--- config.mk ---
export PLATFORM = sky130hd
export DESIGN_NAME = rafm_core
export DESIGN_NICKNAME = d
export VERILOG_FILES = /design/src/logic/rafm_pkg.sv /design/src/logic/rafm_perm_if.sv /design/src/logic/rafm_perm.sv /design/src/logic/rafm_core.sv
export SDC_FILE = /design/constraint.sdc
export NUM_CORES = 1
export LEC_CHECK = 0
export BUFFER_PORTS_ARGS = -buffer_cell sky130_fd_sc_hd__clkbuf_2
export CAP_MARGIN = 20
export CORE_AREA = 2 2 139 141
export CTS_CLUSTER_SIZE = 20
export DETAILED_ROUTE_END_ITERATION = 8
export DIE_AREA = 0 0 141 143
export PLACE_DENSITY = 0.67
export SKIP_LAST_GASP = 1
export SYNTH_ARGS = -nofsm -noshare
export SYNTH_HDL_FRONTEND = slang
export SYNTH_HIERARCHICAL = 1
export SYNTH_SLANG_ARGS = --single-unit
--- constraint.sdc ---
create_clock -name CLK_I -period 7.3 [get_ports CLK_I]
set_input_delay 0.365 -clock CLK_I [delete_from_list [all_inputs] [get_ports CLK_I]]
set_output_delay 0.365 -clock CLK_I [all_outputs]
set_load 0.02 [all_outputs]
--- src/logic/rafm_pkg.sv ---
// Package with modes, register classes, and address-formation constants.
package rafm_pkg;
  // ----------------------------------------------------------------------
  // Operating modes and register classes
  // ----------------------------------------------------------------------
  typedef enum logic [1:0] {MODE_REAL, MODE_PROT, MODE_V86} rafm_mode_e;
  typedef enum logic [3:0] {
    RC_GENERAL, RC_SEGMENT, RC_FLAGS, RC_CONTROL, RC_GLOBAL_BASE, RC_INTR_BASE,
    RC_LOCAL_SEL, RC_TASK_SEL, RC_FPU_DATA, RC_FPU_CTRL, RC_FPU_STAT,
    RC_FPU_IP, RC_FPU_DP, RC_DEBUG, RC_TEST
  } rafm_class_e;
  // ----------------------------------------------------------------------
  // Widths and shifts
  // ----------------------------------------------------------------------
  localparam int unsigned ADDR_W     = 32;
  localparam int unsigned SEL_W      = 16;
  localparam int unsigned PL_W       = 2;
  localparam int unsigned REAL_SHIFT = 4;
  localparam logic [1:0]  PL_ZERO    = 2'h0;
  localparam logic [1:0]  SIZE_BYTE  = 2'h0;
  localparam logic [1:0]  SIZE_WORD  = 2'h1;
  localparam logic [1:0]  SIZE_DWORD = 2'h2;
  localparam logic [3:0]  LANES_BYTE = 4'h1;
  localparam logic [3:0]  LANES_WORD = 4'h3;
  localparam logic [3:0]  LANES_DW   = 4'hf;
endpackage

--- src/logic/rafm_perm_if.sv ---
// Interface carrying one access request and its permission verdict.
`timescale 1ns/100ps
interface rafm_perm_if;
  rafm_pkg::rafm_mode_e  mode;
  rafm_pkg::rafm_class_e rclass;
  logic                  is_store;
  logic [1:0]            cpl;
  logic [1:0]            io_privilege_level;
  logic                  allow;
  modport req (output mode, output rclass, output is_store, output cpl, output io_privilege_level,
               input allow);
  modport chk (input mode, input rclass, input is_store, input cpl, input io_privilege_level,
               output allow);
endinterface

--- src/logic/rafm_perm.sv ---
// Combinational register accessibility check per mode and privilege level.
`timescale 1ns/100ps
module rafm_perm (
  rafm_perm_if.chk p
);
  logic pl0;
  logic io_ok;
  logic mode_ok;
  assign pl0   = (p.cpl == rafm_pkg::PL_ZERO);
  assign io_ok = (p.cpl <= p.io_privilege_level);
  // Mode code 3 is unused; refusing every class there keeps a corrupted mode
  // from ever opening up a privileged register.
  assign mode_ok = (p.mode == rafm_pkg::MODE_REAL) || (p.mode == rafm_pkg::MODE_PROT)
                 || (p.mode == rafm_pkg::MODE_V86);

  // Decision table by mode, class and direction.
  always_comb begin
    p.allow = 1'b0;
    unique case (p.rclass)
      rafm_pkg::RC_GENERAL, rafm_pkg::RC_SEGMENT, rafm_pkg::RC_FPU_DATA,
      rafm_pkg::RC_FPU_CTRL, rafm_pkg::RC_FPU_STAT, rafm_pkg::RC_FPU_IP,
      rafm_pkg::RC_FPU_DP: begin
        p.allow = 1'b1;
      end
      rafm_pkg::RC_FLAGS: begin
        p.allow = (p.mode == rafm_pkg::MODE_V86) ? io_ok : 1'b1;
      end
      rafm_pkg::RC_CONTROL, rafm_pkg::RC_DEBUG, rafm_pkg::RC_TEST: begin
        unique case (p.mode)
          rafm_pkg::MODE_REAL: p.allow = 1'b1;
          rafm_pkg::MODE_PROT: p.allow = pl0;
          default: p.allow = (p.rclass == rafm_pkg::RC_CONTROL) && p.is_store;
        endcase
      end
      rafm_pkg::RC_GLOBAL_BASE, rafm_pkg::RC_INTR_BASE: begin
        unique case (p.mode)
          rafm_pkg::MODE_REAL: p.allow = 1'b1;
          rafm_pkg::MODE_PROT: p.allow = p.is_store | pl0;
          default: p.allow = p.is_store;
        endcase
      end
      rafm_pkg::RC_LOCAL_SEL, rafm_pkg::RC_TASK_SEL: begin
        p.allow = (p.mode == rafm_pkg::MODE_PROT) && (p.is_store | pl0);
      end
      default: p.allow = 1'b0;
    endcase
    if (!mode_ok) begin
      p.allow = 1'b0;
    end
  end
endmodule

--- src/logic/rafm_core.sv ---
// Top: register access check with fault, and linear/physical address formation.
// Overview of operation
// - Protected mode: control, debug, test access and table-register loads need level 0.
// - Real mode: all classes allowed except local table and task selectors.
// - V86: no control/table-base loads (stores ok); no debug/test/selector access.
// - V86: flag push and pop depend on the I/O privilege level.
// - General, segment and FPU registers are accessible in every mode and level.
// - A word puts its low byte at the lower address.
// - A doubleword puts its least significant byte at the lowest address.
// - Multi-byte operands are addressed by their least significant byte.
// - Real mode linear address is selector shifted left four plus offset.
// - Linear address is 32 bits; passes unchanged as physical when paging off.
// - Effective offset is base plus index plus displacement.
`timescale 1ns/100ps
module rafm_core (
  input  wire logic                  CLK_I,
  input  wire logic                  RSTN_I,
  input  wire logic [1:0]            MODE_I,
  input  wire logic [3:0]            CLASS_I,
  input  wire logic                  ACC_VALID_I,
  input  wire logic                  ACC_STORE_I,
  input  wire logic [1:0]            CPL_I,
  input  wire logic [1:0]            IO_PRIVILEGE_LEVEL_I,
  input  wire logic                  ADDR_VALID_I,
  input  wire logic [15:0]           SELECTOR_I,
  input  wire logic [31:0]           SEG_BASE_I,
  input  wire logic [31:0]           BASE_I,
  input  wire logic [31:0]           INDEX_I,
  input  wire logic [31:0]           DISP_I,
  input  wire logic                  PAGING_EN_I,
  input  wire logic [31:0]           STORE_DATA_I,
  input  wire logic [1:0]            SIZE_I,
  output logic                       ACC_DONE_O,
  output logic                       ACC_GRANT_O,
  output logic                       PROT_FAULT_O,
  output logic                       ADDR_VALID_O,
  output logic [31:0]                LINEAR_O,
  output logic [31:0]                PHYS_O,
  output logic                       XLATE_REQ_O,
  output logic [31:0]                MEM_DATA_O,
  output logic [3:0]                 MEM_LANES_O
);
  // ----------------------------------------------------------------------
  // Permission check
  // ----------------------------------------------------------------------
  rafm_perm_if pif ();
  assign pif.mode     = rafm_pkg::rafm_mode_e'(MODE_I);
  assign pif.rclass   = rafm_pkg::rafm_class_e'(CLASS_I);
  assign pif.is_store = ACC_STORE_I;
  assign pif.cpl      = CPL_I;
  assign pif.io_privilege_level     = IO_PRIVILEGE_LEVEL_I;

  rafm_perm u_perm (
    .p (pif.chk)
  );

  // Grant or fault one cycle after the request; a refused access never
  // produces a grant, so the register file behind it stays untouched.
  always_ff @(posedge CLK_I) begin
    if (!RSTN_I) begin
      ACC_DONE_O   <= 1'b0;
      ACC_GRANT_O  <= 1'b0;
      PROT_FAULT_O <= 1'b0;
    end else begin
      ACC_DONE_O   <= ACC_VALID_I;
      ACC_GRANT_O  <= ACC_VALID_I & pif.allow;
      PROT_FAULT_O <= ACC_VALID_I & ~pif.allow;
    end
  end

  // ----------------------------------------------------------------------
  // Address formation
  // ----------------------------------------------------------------------
  logic [31:0] offset;
  logic [31:0] seg_lin;
  logic [31:0] lin_d;
  // Sum wraps modulo 2^32, as the offset space is 32 bits wide.
  assign offset  = BASE_I + INDEX_I + DISP_I;
  assign seg_lin = (MODE_I == rafm_pkg::MODE_PROT) ? SEG_BASE_I
                 : {12'h000, SELECTOR_I, 4'h0};
  assign lin_d   = seg_lin + offset;

  // Linear address registered; physical mirrors it only with paging off.
  always_ff @(posedge CLK_I) begin
    if (!RSTN_I) begin
      ADDR_VALID_O <= 1'b0;
      LINEAR_O     <= 32'h0000_0000;
      PHYS_O       <= 32'h0000_0000;
      XLATE_REQ_O  <= 1'b0;
    end else begin
      ADDR_VALID_O <= ADDR_VALID_I;
      XLATE_REQ_O  <= ADDR_VALID_I & PAGING_EN_I;
      if (ADDR_VALID_I) begin
        LINEAR_O <= lin_d;
        PHYS_O   <= PAGING_EN_I ? 32'h0000_0000 : lin_d;
      end
    end
  end

  // ----------------------------------------------------------------------
  // Byte order: data laid out little endian from the operand address
  // ----------------------------------------------------------------------
  logic [3:0] lanes_d;
  always_comb begin
    unique case (SIZE_I)
      rafm_pkg::SIZE_WORD:  lanes_d = rafm_pkg::LANES_WORD;
      rafm_pkg::SIZE_DWORD: lanes_d = rafm_pkg::LANES_DW;
      default:              lanes_d = rafm_pkg::LANES_BYTE;
    endcase
  end

  // Lane 0 holds the least significant byte at the operand's own address.
  always_ff @(posedge CLK_I) begin
    if (!RSTN_I) begin
      MEM_DATA_O  <= 32'h0000_0000;
      MEM_LANES_O <= 4'h0;
    end else if (ADDR_VALID_I) begin
      MEM_DATA_O  <= STORE_DATA_I;
      MEM_LANES_O <= lanes_d;
    end
  end
endmodule

=== After elaboration in Yosys (flattened, before gate mapping) ===
Cells that the tools add are included.

* Add/subtract/negate cells: 3
* Mux-type cells: 8
* Equality and inequality tests: 18
* Divide/modulo/power cells: 0
* Shifts and indexed selects: 0
* Reductions and logical operators: 11
* Bitwise operators: 5
* $lt $le $gt $ge: 1
* Multiply operators: 0

{| class="wikitable"
|+ Operator list
! operator !! number
|-
| $add 32x32->32 || 3
|-
| $mux 32 || 2
|-
| $eq 4x4->1 const B || 7
|-
| $eq 4x3->1 const B || 4
|-
| $eq 4x2->1 const B || 2
|-
| $pmux 4 s2 || 1
|-
| $reduce_or 7->1 || 1
|-
| $pmux 1 s5 || 1
|-
| $eq 2x1->1 const B || 2
|-
| $eq 2x2->1 const B || 2
|-
| $eq 4x1->1 const B || 1
|-
| $logic_not 2->1 || 2
|-
| $logic_not 4->1 || 1
|-
| $pmux 1 s2 || 2
|-
| $reduce_or 2->1 || 2
|-
| $and 1x1->1 || 3
|-
| $reduce_or 3->1 || 1
|-
| $le 2x2->1 || 1
|-
| $logic_and 1x1->1 || 2
|-
| $logic_or 1x1->1 || 2
|-
| $mux 1 || 2
|-
| $not 1->1 || 1
|-
| $or 1x1->1 || 1
|}

* Latch bits: 0
* Word-level logic and storage cells: 55
* Input bits: 194
* Memory bits (writable): 0
* Flip-flop bits (word level): 105
* Memories kept: 0
* Memory bits (read-only): 0

=== Depth between registers and ports, before layout ===
* Depth in word-level cells: 7
* Gate-level depth with buffers: 16

=== By module ===
Netlist, hierarchy kept.

{| class="wikitable"
|+ Modules (own cells, without submodules)
! module !! cells an instance !! instances !! area each (um^2) !! sequential area each (um^2)
|-
| rafm_core || 813 || 1 || 7203.2 || 2082.0
|-
| rafm_perm || 29 || 1 || 190.2 || 0.0
|}

=== Least setup slack after synthesis ===
No wires, ideal clock.

* Path type: input -> register
* From: input MODE_I[0]
* To: register PHYS_O[27]
* Cell stages on the path: 14
* Arrival: 3715 ps
* Path slack: 3467 ps
* Library setup time: 117 ps
* Cells stage by stage: nor2b_1 > clkbuf_1 > buf_1 > and2_1 > fa_1 > ha_1 > fa_1 > a211o_1 > a21o_2 > a21oi_2 > a2bb2oi_2 > mux2i_1 > nand2_1 > a32o_1

* Word-level cells in the longest chain between the ends: 4

{| class="wikitable"
|+ RTL lines
! item !! line !! text
|-
| from (decl) || rafm_core.sv:18 || <nowiki>input wire logic [1:0] MODE_I,</nowiki>
|-
| $eq 2x1->1 || rafm_core.sv:79 || <nowiki>assign seg_lin = (MODE_I == rafm_pkg::MODE_PROT) ? SEG_BASE_I</nowiki>
|-
| $mux 32 || rafm_core.sv:79 ||
|-
| $add 32x32->32 || rafm_core.sv:81 || <nowiki>assign lin_d = seg_lin + offset;</nowiki>
|-
| $mux 32 || rafm_core.sv:95 || <nowiki>PHYS_O <= PAGING_EN_I ? 32'h0000_0000 : lin_d;</nowiki>
|-
| to (signal assigned) || rafm_core.sv:95 ||
|-
| to (decl) || rafm_core.sv:38 || <nowiki>output logic [31:0] PHYS_O,</nowiki>
|}

Every way passes these cells.
A chain may end at the register's enable or synchronous reset.

=== Final worst setup path ===
Same ends and word-level chain as after synthesis.

==> key figures <==
Logic synthesis
  – Post-synthesis sequential area ratio: 0.282
  – Ys flop type: dfxtp_1
  – Register bit count reported by yosys: 104
  – Top post-synthesis cells by area: dfxtp_1 (28%), fa_1 (17%), mux2i_1 (8.0%)
  – Synth Cell Area: 7390 µm²
  – Syn_area_per_cell: 8.78 µm²
  – Synth warn: 6
  – Yosys cell types: 62
  – Post-Syn Nets: 1132
  – Ys async rst share: 0
  – Post-Synthesis Cells: 842
  – Largest area contributor in the netlist: dfxtp_1
  – Synth top area share: 0.282
  – Post-synth EDFFs: 0

Routing
  – Routed WL per cell: 14.3 µm
  – Initial DRC Count: 308
  – DR vias: 6573
  – Drt pass-1 iters: 4
  – Drt drc: 0
  – ANT nets after route: 0
  – Post-Route WL: 19400 µm
  – Via density per instance: 4.84

Layout
  – Final #Nets: 1410
  – Commonest non-fill, non-tap cell in the layout: clkbuf_2
  – Synth-to-Final Area Change: 26.7%
  – Most frequent cells in the layout: clkbuf_2 (297), inv_1 (157), dfxtp_1 (104)
  – Fraction of layout cells with a size suffix above 1: 0.300
  – N_diodes: 0

Worst setup path
  – Capturing point of the worst reg2reg path: LINEAR_O[11]
  – CP Max Fanout: 32
  – Startpoint types: input pin
  – Reg2reg path depth: 2
  – Setup crit end kind: register
  – Critical Setup Path Class: in2reg
  – Setup slack, reg-to-reg: 6500 ps
  – Worst path arrival time: 4220 ps
  – Required @ worst endpoint: 7540 ps
  – Worst r2r src: LINEAR_O[11]

Global routing
  – Initial antenna violation count: 0
  – Met1 usage: 0.239
  – Vias in the first global route: 6279
  – Largest net degree at the start of global routing: 62
  – Met3 usage: 0.0366
  – Most Used Layer, Global Route: met2
  – M2 GR Usage: 0.344
  – Global-route wire length before repair: 31000 µm
  – Total track usage: 0.192
  – Total grt overflow: 0

Hold path
  – Worst min path class: in2reg
  – Hold EP: MEM_DATA_O[5]
  – Hold Startpoint: STORE_DATA_I[5]
  – Hold path cells: 3

STA
  – Hold Slack: 256 ps
  – Post-layout min period: 3980 ps
  – Final hold vios: 0
  – Clk_skew: 0 ps
  – Slew @ Worst Pin: 944 ps
  – Tcrit/Tclk final: 0.546
  – Finish-stage setup viols: 0
  – Unrepaired setup endpoints after global routing: no
  – Slew margin rel.: 0.370
  – Post-Route Setup TNS: 0 ps
  – Max Freq: 251 MHz
  – Fin. max-slew vios: 0

Floorplan
  – Number of core rows: 50
  – Starting Density: 0.398
  – Io pins: 299
  – Chip Height: 143 µm
  – Die ar.: 20200 µm²
  – Die X: 141 µm
  – Core ar.: 18600 µm²

Placement
  – RD Place Congestion: 0.847
  – Buffers on Ports: 298
  – Hpwl dp: 16200 µm

Power and ir drop
  – PD cells: 268 nW/µm²
  – Peak supply drop: 118 µV
  – Leakage power total: 4.97 nW

Clocking
  – Hold buffers post-CTS: 0
  – Postcts setup bufs: 0
  – Cts repair resizes: 0
  – Clk root buf: clkbuf_16
  – Clock-pin slew on the worst setup and hold paths: 70 ps
  – TritonCTS clock tree: yes
  – CTS max path bufs: 2
  – # H-tree levels: 3
  – Cts bufs inserted: 9
  – Clock latency on the worst-skew pair: 330 ps
  – Clock sink count: 104

Run status
  – Outcome: completed

Flow run
  – Maxcap violations: 0
[metrics by stage]
step / area, µm² / instances / setup WS (ps) / util / power (mW)
final: 9370 / 1359 / 3320 / 0.504 / 2.51
after global placement: 9070 / 1342 / 2960 / 0.488 / 2.05
after global routing: 9370 / 1359 / 3010 / 0.504 / 2.71
after floorplan: 7390 / 842 / 3470 / - / 1.67
after CTS: 9350 / 1358 / 3250 / 0.503 / 2.53
after detailed placement: 9070 / 1342 / 2900 / 0.488 / 2.07
[worst max-delay path: stages]
cell	delay, ps
clkbuf_2	130
nor2b_4	770
and2_1	240
fa_1	410
ha_1	260
fa_1	430
a211o_1	380
a21o_2	230
a21oi_2	200
a2bb2oi_2	220
mux2i_1	250
nand2_1	70
a32o_1	250
[cell type report]
cell class / instances / area [µm²]
clock buffers: 9 / 225
clock inverters: 7 / 53.8
fillers: 1771 / 9210
inverters: 159 / 597
multi-input cells: 544 / 4580
flip-flops and latches: 104 / 2080
well taps: 234 / 293
repair buffers: 302 / 1540
[routing by layer]
layer	wire (µm)	share of wire	up-vias
met5	0	0	-
met4	240	0.012	0
met3	1160	0.060	16
met2	9550	0.49	225
met1	8420	0.43	3013
li1	-	-	3319
[worst max-delay path by stage]
stage,depth (start not counted),startpoint,to
after global placement,13,MODE_I[0],LINEAR_O[30]
final,13,MODE_I[0],PHYS_O[27]
after global routing,13,MODE_I[0],PHYS_O[30]
after detailed placement,13,MODE_I[0],PHYS_O[27]
after floorplan,14,MODE_I[0],PHYS_O[27]
after CTS,13,MODE_I[0],PHYS_O[27]
[cells by family after synthesis]
| logic type | count (synthesis) | share of synthesized area |
|---|---|---|
| AND/OR/NAND/NOR | 182 | 0.110 |
| AO/OA/AOI/OAI | 172 | 0.160 |
| buffers and inverters | 194 | 0.100 |
| XOR/XNOR | 33 | 0.0391 |
| multiplexers | 61 | 0.0829 |
| adder cells (fa/ha/maj) | 96 | 0.225 |
| flip-flops | 104 | 0.282 |
[sequential cells by signal (all words and copies together), names as in the netlist]
register      flops
ADDR_VALID_O      1
PROT_FAULT_O      1
MEM_DATA_O       32
LINEAR_O         32
ACC_DONE_O        1
ACC_GRANT_O       1
MEM_LANES_O       3
PHYS_O           32
XLATE_REQ_O       1
[synthesized netlist by cell type, drive strengths merged, types with 3 or more instances]
master,count
inv,157
dfxtp,104
nor2,79
fa,62
mux2i,59
nand2,54
a21oi,49
ha,34
o21ai,34
a22o,27
clkbuf,23
xnor2,21
buf,12
xor2,12
a211oi,9
nand4,9
a22oi,8
nand3,8
o21bai,7
a21o,6
and2,6
nor2b,6
nor3,5
o21a,5
o211ai,4
a32o,3
and3,3
nand2b,3
[report_power, final]
group / total [mW] / leakage (nW) / switching (mW) / internal (mW)
combinational: 1.33 / 3.99 / 0.816 / 0.517
clock: 0.452 / 0.129 / 0.218 / 0.234
sequential: 0.723 / 0.856 / 0.0556 / 0.667
Power figures use the tool's default switching activity.
